==> config.mk <==
export PLATFORM = sky130hd
export DESIGN_NAME = ssm_supply_monitor
export DESIGN_NICKNAME = d
export VERILOG_FILES = /design/src/ssm_pkg.sv /design/src/ssm_supply_monitor.sv
export SDC_FILE = /design/constraint.sdc
export NUM_CORES = 1
export LEC_CHECK = 0
export BUFFER_PORTS_ARGS = -buffer_cell sky130_fd_sc_hd__buf_2
export CAP_MARGIN = 20
export CORE_MARGIN = 3
export CORE_UTILIZATION = 45
export CTS_CLUSTER_DIAMETER = 60
export DETAILED_ROUTE_END_ITERATION = 16
export PLACE_DENSITY = 0.76
export RECOVER_POWER = 25
export SKIP_CTS_REPAIR_TIMING = 1
export SYNTH_ARGS = -nofsm -noshare
export SYNTH_HDL_FRONTEND = slang
export SYNTH_SLANG_ARGS = --single-unit
==> constraint.sdc <==
create_clock -name ref_clk -period 2 [get_ports ref_clk]
set_clock_uncertainty 0.1 [all_clocks]
set_input_delay 0.3 -clock ref_clk [delete_from_list [all_inputs] [get_ports ref_clk]]
set_output_delay 0.3 -clock ref_clk [all_outputs]
set_load 0.01 [all_outputs]
==> src/ssm_pkg.sv <==
// package: constants for the supply switchover monitor
// Notes on behaviour
// - switchover on after reset; config bit 1 keeps main supply always
// - peripheral config bit 6 reads one on main supply, zero on battery
// - low dc input moves to battery only when select field is clear
// - main supply low moves to battery while select upper bit is clear
// - pin function 0bx01 lets rising request pin edge force battery
// - return to main only once every enabled condition is false
// - return waits for recovered voltages over the qualification time
// - with request pin enabled, return also needs the pin low
// - monitor interrupt off after reset, gated by global enable bit
// - per-source enable register picks events for the shared interrupt
// - event flags latch until software clears them in flag register
// - main-to-battery change sets switchover flag; enable bit 1 gates its interrupt
// - battery-to-main change sets restore flag; switchover enable bit 1 gates its interrupt
// - switchover and restore flags set regardless of enables
// - writing zero clears switchover and restore flags, one leaves them
// - switched supply change beyond programmed delta raises event
// - periodic background measurements plus immediate one on start write
// - switched supply monitor flag also set on every new result
// - battery flag on result below threshold or on new result
// - dc input flag set while comparator reports input low
// - sag flag set on sag indication; sag enable gates its interrupt
// - enable bits: sag 5, supply 3, battery 2, switchover 1, dc 0
package ssm_pkg;
   localparam logic [7:0] ADDR_IE_PRIO_TWO = 8'h00a9;
   localparam logic [7:0] ADDR_ADC_START = 8'h00d8;
   localparam logic [7:0] ADDR_BAT_RESULT = 8'h00df;
   localparam logic [7:0] ADDR_IRQ_ENABLE = 8'h00ec;
   localparam logic [7:0] ADDR_DELTA = 8'h00f3;
   localparam logic [7:0] ADDR_PERIPHERAL_CONFIG_CFG = 8'h00f4;
   localparam logic [7:0] ADDR_SWO_CFG = 8'h00f5;
   localparam logic [7:0] ADDR_IRQ_FLAGS = 8'h00f8;
   localparam logic [7:0] ADDR_BAT_THRESH = 8'h00fa;
   localparam logic [7:0] ADDR_INT_PIN_CFG = 8'h00ff;
   // bit positions
   localparam int BIT_GLOBAL_EN = 5;
   localparam int BIT_SWO_DISABLE = 1;
   localparam int BIT_SEL_LO = 2;
   localparam int BIT_SEL_HI = 3;
   localparam int BIT_SOURCE = 6;
   localparam int BIT_SAG = 5;
   localparam int BIT_RSV = 4;
   localparam int BIT_VSW = 3;
   localparam int BIT_BAT = 2;
   localparam int BIT_SWO = 1;
   localparam int BIT_DC = 0;
   localparam int BIT_RESTORE = 6;
   localparam int BIT_PINFN_LO = 2;
   localparam int BIT_PINFN_HI = 3;
   localparam logic [1:0] PINFN_BATTERY = 2'b01;
   // reset values
   localparam logic [7:0] RST_ZERO = 8'h0000;
   localparam logic [7:0] RST_SELECT = 8'h000c;
   localparam logic [7:0] ENABLE_MASK = 8'h006f;
   localparam logic [7:0] FLAG_MASK = 8'h007f;
   // timing
   localparam int QUAL_TIME_US = 1000;
   localparam int CLK_MHZ = 50;
   localparam int QUAL_CYCLES = QUAL_TIME_US * CLK_MHZ;
   localparam int MEAS_PERIOD_US = 1000;
   localparam int MEAS_CYCLES = MEAS_PERIOD_US * CLK_MHZ;
endpackage

==> src/ssm_supply_monitor.sv <==
// module: supply switchover control and shared monitor interrupt
`timescale 1ns/1ps
`default_nettype none
module ssm_supply_monitor
#(
   parameter int QUAL_COUNT = ssm_pkg::QUAL_CYCLES,
   parameter int MEAS_COUNT = ssm_pkg::MEAS_CYCLES
)
(
   input wire logic ref_clk,
   input wire logic reset,
   input wire logic [7:0] sfr_addr,
   input wire logic sfr_write,
   input wire logic sfr_read,
   input wire logic [7:0] sfr_wdata,
   output logic [7:0] sfr_rdata,
   input wire logic main_low,
   input wire logic main_recovered,
   input wire logic dc_input_low,
   input wire logic dc_input_recovered,
   input wire logic battery_request_pin,
   input wire logic line_sag_event,
   input wire logic vsw_result_valid,
   input wire logic [7:0] vsw_result,
   input wire logic bat_result_valid,
   input wire logic [7:0] bat_result,
   output logic use_battery,
   output logic supply_monitor_interrupt,
   output logic conversion_start
);
   // ---------------------------------------------------------------
   // registers
   // ---------------------------------------------------------------
   logic [7:0] ie_prio_two;
   logic [7:0] irq_enable;
   logic [7:0] delta;
   logic [7:0] peripheral_config_cfg;
   logic [7:0] swo_cfg;
   logic [7:0] bat_thresh;
   logic [7:0] int_pin_cfg;
   logic [7:0] bat_latched;
   logic [7:0] vsw_last;
   logic [7:0] flags;
   logic [7:0] next_flags;
   logic pin_last;
   logic on_battery;
   logic [31:0] main_qual_cnt;
   logic [31:0] dc_qual_cnt;
   logic [31:0] meas_cnt;
   logic wr_en;
   logic sw_disabled;
   logic dc_enabled;
   logic main_enabled;
   logic pin_enabled;
   logic pin_rise;
   logic go_battery;
   logic main_good;
   logic dc_good;
   logic qualified;
   logic vsw_big_change;
   logic [7:0] vsw_diff;
   logic [7:0] set_mask;
   logic bat_low;
   logic vsw_change_event;

   assign wr_en = sfr_write;
   assign sw_disabled = swo_cfg[ssm_pkg::BIT_SWO_DISABLE];
   assign dc_enabled = ~swo_cfg[ssm_pkg::BIT_SEL_HI]
      & ~swo_cfg[ssm_pkg::BIT_SEL_LO];
   assign main_enabled = ~swo_cfg[ssm_pkg::BIT_SEL_HI];
   assign pin_enabled =
      int_pin_cfg[ssm_pkg::BIT_PINFN_HI:ssm_pkg::BIT_PINFN_LO]
      == ssm_pkg::PINFN_BATTERY;
   assign pin_rise = battery_request_pin & ~pin_last;
   assign go_battery = (dc_enabled & dc_input_low)
      | (main_enabled & main_low)
      | (pin_enabled & pin_rise);

   // ---------------------------------------------------------------
   // register writes
   // ---------------------------------------------------------------
   always_ff @(posedge ref_clk)
   begin
      if (reset)
         ie_prio_two <= ssm_pkg::RST_ZERO;
      else if (wr_en && sfr_addr == ssm_pkg::ADDR_IE_PRIO_TWO)
         ie_prio_two <= sfr_wdata;
   end

   // bit 4 is forced low to keep the reserved enable clear
   always_ff @(posedge ref_clk)
   begin
      if (reset)
         irq_enable <= ssm_pkg::RST_ZERO;
      else if (wr_en && sfr_addr == ssm_pkg::ADDR_IRQ_ENABLE)
         irq_enable <= sfr_wdata & ssm_pkg::ENABLE_MASK;
   end

   always_ff @(posedge ref_clk)
   begin
      if (reset)
         delta <= ssm_pkg::RST_ZERO;
      else if (wr_en && sfr_addr == ssm_pkg::ADDR_DELTA)
         delta <= sfr_wdata;
   end

   always_ff @(posedge ref_clk)
   begin
      if (reset)
         peripheral_config_cfg <= ssm_pkg::RST_ZERO;
      else if (wr_en && sfr_addr == ssm_pkg::ADDR_PERIPHERAL_CONFIG_CFG)
         peripheral_config_cfg <= sfr_wdata;
   end

   always_ff @(posedge ref_clk)
   begin
      if (reset)
         swo_cfg <= ssm_pkg::RST_SELECT;
      else if (wr_en && sfr_addr == ssm_pkg::ADDR_SWO_CFG)
         swo_cfg <= sfr_wdata;
   end

   always_ff @(posedge ref_clk)
   begin
      if (reset)
         bat_thresh <= ssm_pkg::RST_ZERO;
      else if (wr_en && sfr_addr == ssm_pkg::ADDR_BAT_THRESH)
         bat_thresh <= sfr_wdata;
   end

   always_ff @(posedge ref_clk)
   begin
      if (reset)
         int_pin_cfg <= ssm_pkg::RST_ZERO;
      else if (wr_en && sfr_addr == ssm_pkg::ADDR_INT_PIN_CFG)
         int_pin_cfg <= sfr_wdata;
   end

   // ---------------------------------------------------------------
   // pin edge and recovery qualification
   // ---------------------------------------------------------------
   always_ff @(posedge ref_clk)
   begin
      if (reset)
         pin_last <= 1'b0;
      else
         pin_last <= battery_request_pin;
   end

   // each enabled voltage must stay good on its own for the full interval;
   // a single glitch restarts only that voltage's count
   assign main_good = main_recovered
      & ~(main_enabled & main_low);
   assign dc_good = ~dc_enabled
      | (dc_input_recovered & ~dc_input_low);

   always_ff @(posedge ref_clk)
   begin
      if (reset)
         main_qual_cnt <= 32'h0000_0000;
      else if (!on_battery || !main_good)
         main_qual_cnt <= 32'h0000_0000;
      else if (main_qual_cnt < 32'(QUAL_COUNT))
         main_qual_cnt <= main_qual_cnt + 32'h0000_0001;
   end

   always_ff @(posedge ref_clk)
   begin
      if (reset)
         dc_qual_cnt <= 32'h0000_0000;
      else if (!on_battery || !dc_good)
         dc_qual_cnt <= 32'h0000_0000;
      else if (dc_qual_cnt < 32'(QUAL_COUNT))
         dc_qual_cnt <= dc_qual_cnt + 32'h0000_0001;
   end

   assign qualified = (main_qual_cnt >= 32'(QUAL_COUNT))
      & (dc_qual_cnt >= 32'(QUAL_COUNT))
      & ~(pin_enabled & battery_request_pin);

   // ---------------------------------------------------------------
   // supply source
   // ---------------------------------------------------------------
   always_ff @(posedge ref_clk)
   begin
      if (reset)
         on_battery <= 1'b0;
      else if (sw_disabled)
         on_battery <= 1'b0;
      else if (!on_battery && go_battery)
         on_battery <= 1'b1;
      else if (on_battery && qualified)
         on_battery <= 1'b0;
   end

   always_ff @(posedge ref_clk)
   begin
      if (reset)
         use_battery <= 1'b0;
      else
         use_battery <= on_battery;
   end

   // ---------------------------------------------------------------
   // measurements
   // ---------------------------------------------------------------
   always_ff @(posedge ref_clk)
   begin
      if (reset)
      begin
         meas_cnt <= 32'h0000_0000;
         conversion_start <= 1'b0;
      end
      else
      begin
         conversion_start <= 1'b0;
         if (meas_cnt >= 32'(MEAS_COUNT - 1))
         begin
            meas_cnt <= 32'h0000_0000;
            conversion_start <= 1'b1;
         end
         else
            meas_cnt <= meas_cnt + 32'h0000_0001;
         if (wr_en && sfr_addr == ssm_pkg::ADDR_ADC_START)
            conversion_start <= 1'b1;
      end
   end

   assign vsw_diff = (vsw_result > vsw_last) ? vsw_result - vsw_last
      : vsw_last - vsw_result;
   assign vsw_big_change = vsw_diff > delta;
   assign vsw_change_event = vsw_result_valid & vsw_big_change;
   // a latched result under the threshold keeps the flag raised
   assign bat_low = bat_latched < bat_thresh;

   always_ff @(posedge ref_clk)
   begin
      if (reset)
      begin
         vsw_last <= ssm_pkg::RST_ZERO;
         bat_latched <= ssm_pkg::RST_ZERO;
      end
      else
      begin
         if (vsw_result_valid)
            vsw_last <= vsw_result;
         if (bat_result_valid)
            bat_latched <= bat_result;
      end
   end

   // ---------------------------------------------------------------
   // event flags; a set in the same cycle as a clear wins
   // ---------------------------------------------------------------
   always_comb
   begin
      set_mask = ssm_pkg::RST_ZERO;
      set_mask[ssm_pkg::BIT_SWO] = go_battery & ~on_battery
         & ~sw_disabled;
      set_mask[ssm_pkg::BIT_RESTORE] = on_battery
         & (qualified | sw_disabled);
      set_mask[ssm_pkg::BIT_VSW] = vsw_change_event
         | vsw_result_valid;
      set_mask[ssm_pkg::BIT_BAT] = bat_result_valid | bat_low;
      set_mask[ssm_pkg::BIT_DC] = dc_input_low;
      set_mask[ssm_pkg::BIT_SAG] = line_sag_event;
      next_flags = flags;
      if (wr_en && sfr_addr == ssm_pkg::ADDR_IRQ_FLAGS)
         next_flags = flags & sfr_wdata;
      next_flags = (next_flags | set_mask) & ssm_pkg::FLAG_MASK;
   end

   always_ff @(posedge ref_clk)
   begin
      if (reset)
         flags <= ssm_pkg::RST_ZERO;
      else
         flags <= next_flags;
   end

   // ---------------------------------------------------------------
   // shared interrupt
   // ---------------------------------------------------------------
   always_ff @(posedge ref_clk)
   begin
      if (reset)
         supply_monitor_interrupt <= 1'b0;
      else
         supply_monitor_interrupt <= ie_prio_two[ssm_pkg::BIT_GLOBAL_EN]
            & ((|(flags[5:0] & irq_enable[5:0]))
            | (flags[ssm_pkg::BIT_RESTORE]
            & irq_enable[ssm_pkg::BIT_SWO]));
   end

   // ---------------------------------------------------------------
   // read data
   // ---------------------------------------------------------------
   always_ff @(posedge ref_clk)
   begin
      if (reset)
         sfr_rdata <= ssm_pkg::RST_ZERO;
      else if (sfr_read)
      begin
         case (sfr_addr)
            ssm_pkg::ADDR_IE_PRIO_TWO: sfr_rdata <= ie_prio_two;
            ssm_pkg::ADDR_BAT_RESULT: sfr_rdata <= bat_latched;
            ssm_pkg::ADDR_IRQ_ENABLE: sfr_rdata <= irq_enable;
            ssm_pkg::ADDR_DELTA: sfr_rdata <= delta;
            ssm_pkg::ADDR_PERIPHERAL_CONFIG_CFG:
            begin
               sfr_rdata <= peripheral_config_cfg;
               sfr_rdata[ssm_pkg::BIT_SOURCE] <= ~on_battery;
            end
            ssm_pkg::ADDR_SWO_CFG: sfr_rdata <= swo_cfg;
            ssm_pkg::ADDR_IRQ_FLAGS: sfr_rdata <= flags;
            ssm_pkg::ADDR_BAT_THRESH: sfr_rdata <= bat_thresh;
            ssm_pkg::ADDR_INT_PIN_CFG: sfr_rdata <= int_pin_cfg;
            default: sfr_rdata <= ssm_pkg::RST_ZERO;
         endcase
      end
   end
endmodule
`default_nettype wire

==> results.cfg <==
[timing]
slew_headroom = 0.1145
setup_viol = 5
layout_setup_ws_ns = -0.1342
layout_min_cycle_time_ns = 2.134
finalCritPeriodShare = 1.067
worst_slew_pin_slew_ns = 1.328
finalHoldViolations = 0
max_freq_mhz = 468.6
rsz0062_at_grt = true
setup_tns_ns = -0.4427
drv_slew = 0

[detailed_routing]
detail-route-antenna-nets = 0
vias = 6332
drt_iter0_markers = 488
wire_per_inst_um = 15.40
finalWirelength_mm = 17.82
viasPerCell = 5.473
drc = 0
dr.pass1.iters = 5

[worst_setup_path]
reg2reg_to = main_qual_cnt[11]$_SDFFE_PP0N_
start_kind = flip-flop
slowest_delay_ns = 0.55
worstPathMaxFanout = 5
r2r.worst_path.cells = 6
crit_buf_inv = 1
path_delay_family = simple AND/OR/NAND/NOR gates
crit_required_ns = 2.27
slowest_stage = or4b_4
crit_path_end_kind = flip-flop
cp_data_arrival_time_ns = 2.41
critPathKind = reg2reg
crit_chain = nor4_2 > nand4_1 > or4b_4 > buf_4 > or4_4 > nand2_1
rrSetupSlack_ns = -0.13
r2r_start = main_qual_cnt[26]$_SDFFE_PP0N_

[pwr]
leakage_uw = 0.003460
ir_drop_mv = 0.6463
power_density_nw_per_um2 = 814.5
power_uw = 7387

[finish]
multi_input_area_sq_um = 3926
fillCellCount = 1441
n_antenna_cell = 0
drive_gt1_frac = 0.1477
fin_nets = 984
seqCellArea_sq_um = 3546
area_growth_pct = 20.54

[synthesis]
ys_ff_latch = 177
syn_inst = 846
ys_seq_area_frac = 0.4710
synth_top_area_frac = 0.4710
yosysWarnings = 0
synth_edf_count = 0
synthTopCellsByArea = dfxtp_1 47%, mux2i_1 5.5%, nand2_1 4.4%
synth_ff_type = dfxtp_1
syn_area_sq_um = 7523
yosys.area.top_type = dfxtp_1
ys_types = 61
async_reset_ff_frac = 0
synth_area_per_cell_sq_um = 8.893

[floorplanning]
die_area_sq_um = 18310
initial_core_util = 0.4668
rows = 46
pin_count = 55
core_area_sq_um = 16120
die_x_um = 135.3
die_h_um = 135.3

[hold_path]
hp-start = battery_request_pin
hp-class = in2reg
hold_depth = 2
holdPathEnd = pin_last$_SDFF_PP0_

[clock_tree]
cts_max_path_buffers = 2
cts_buffers = 17
clkSinkCount = 177
cts_tree = done
htree_levels = 4
path_clk_slew_ns = 0.07
insertion_delay_ns = 0.43
clock_tree.root_cell = clkbuf_16

[global_routing]
first_global_vias = 5749
antenna_found_initial = 0
grt_overflow_total = 0
grt_pass1_wl_mm = 28.48
grt_max_degree = 44
grt_usage = 0.1922

[status]
status = finished with violations
violations = setup timing

[place]
place_congestion = 0.8924
post-dp-hpwl_mm = 12.24
port-buffer-count = 46

[job]
cap_violations = 0
==> how the worst max path moves through the flow <==
stage                                          end  depth (start not counted)                      startpoint  slack, ns
floorplan           main_qual_cnt[14]$_SDFFE_PP0N_                          6  main_qual_cnt[30]$_SDFFE_PP0N_      -0.02
global placement    main_qual_cnt[11]$_SDFFE_PP0N_                          6  main_qual_cnt[21]$_SDFFE_PP0N_      -0.13
detailed placement  main_qual_cnt[11]$_SDFFE_PP0N_                          6  main_qual_cnt[21]$_SDFFE_PP0N_      -0.15
CTS                 main_qual_cnt[11]$_SDFFE_PP0N_                          6  main_qual_cnt[31]$_SDFFE_PP0N_      -0.17
global route        main_qual_cnt[11]$_SDFFE_PP0N_                          6  main_qual_cnt[19]$_SDFFE_PP0N_      -0.19
finish              main_qual_cnt[11]$_SDFFE_PP0N_                          6  main_qual_cnt[26]$_SDFFE_PP0N_      -0.13
==> metrics by stage <==
step | setup slack, ns | std cells | cell area (sq um) | hold slack [ns] | util
2_1_floorplan | -0.01607 | 861 | 7586 | 0.3282 | -
3_3_place_gp | -0.1270 | 1122 | 8272 | 0.3385 | 0.5133
3_5_place_dp | -0.1475 | 1122 | 8272 | 0.3342 | 0.5133
4_1_cts | -0.1691 | 1154 | 8907 | -0.009601 | 0.5527
5_1_grt | -0.1903 | 1157 | 9069 | 0.003304 | 0.5627
6_report | -0.1342 | 1157 | 9069 | 0.001411 | 0.5627
==> cell families after synthesis <==
kind of cell / share of synthesized area
compound gates: 0.1359
xor+xnor: 0.03027
fa+ha+maj: 0.01996
buf+inv: 0.03642
flops: 0.4710
mux: 0.05455
other cells: 0.0004984
simple gates: 0.2515
==> report_power, final <==
group | switching, uW | leakage, uW | internal [uW]
Clock | 1370 | 0.000313 | 2160
Combinational | 169 | 0.00171 | 104
Sequential | 22.5 | 0.00144 | 3560
==> area by class of cell <==
class / instances / share of cell area
Multi-Input combinational cell: 612 / 0.4329
Sequential cell: 177 / 0.3910
Timing Repair Buffer: 92 / 0.06457
Clock buffer: 19 / 0.04994
Tap cell: 216 / 0.02980
Clock inverter: 13 / 0.02014
Inverter: 28 / 0.01159
==> cell usage in the layout, fill, tap and decap left out, types with 8 or more instances in the layout <==
cell         n
a21oi_1     52
a22oi_1     16
and2_1      32
and3_1      13
and4_1       9
buf_2       37
buf_4       36
clkbuf_1    14
clkbuf_16   17
conb_1      16
dfxtp_1    175
ha_1        12
inv_1       26
mux2i_1     41
nand2_1     88
nand2b_1    10
nand3_1     43
nand4_1     13
nor2_1      70
nor3_1      10
nor4_1      15
nor4_2       9
o21ai_0     15
o31ai_1     10
or4_1       11
xnor2_1     18
xor2_1       8
==> routing by layer <==
layer / vias up / track usage / share of wire
met2: 157 / 0.2942 / 0.47
met5: - / 0 / 0
met4: 0 / 0.05767 / 0.014
li1: 3183 / - / -
met1: 2961 / 0.2719 / 0.46
met3: 31 / 0.04383 / 0.054
==> state kept, by name, summed over array words and instances (netlist names) <==
register,cells
meas_cnt,32
bat_latched,8
flags,7
pin_last,1
supply_monitor_interrupt,1
on_battery,1
ie_prio_two,8
sfr_rdata,8
int_pin_cfg,8
irq_enable,6
bat_thresh,8
peripheral_config_cfg,7
main_qual_cnt,32
conversion_start,1
swo_cfg,8
use_battery,1
dc_qual_cnt,32
delta,8
==> cells in the mapped netlist (4+ instances only) <==
cell type,n
and4_1,9
xnor2_1,18
ha_1,12
a211oi_1,5
nor3_1,11
buf_1,4
xor2_1,8
and2_1,39
o31ai_1,11
clkbuf_1,37
nand2b_1,10
a21o_1,4
a221oi_1,4
a2bb2oi_1,7
o221a_1,4
nand3_1,43
a22o_1,5
or4_1,13
mux2i_1,41
and3_1,13
inv_1,26
nor2_1,71
nand2_1,88
a21oi_1,53
nand4_1,13
dfxtp_1,177
o21ai_0,15
o211ai_1,5
nor2b_1,7
a22oi_1,16
o21ai_1,4
nor4_1,28
Power figures use the tool's default switching activity.
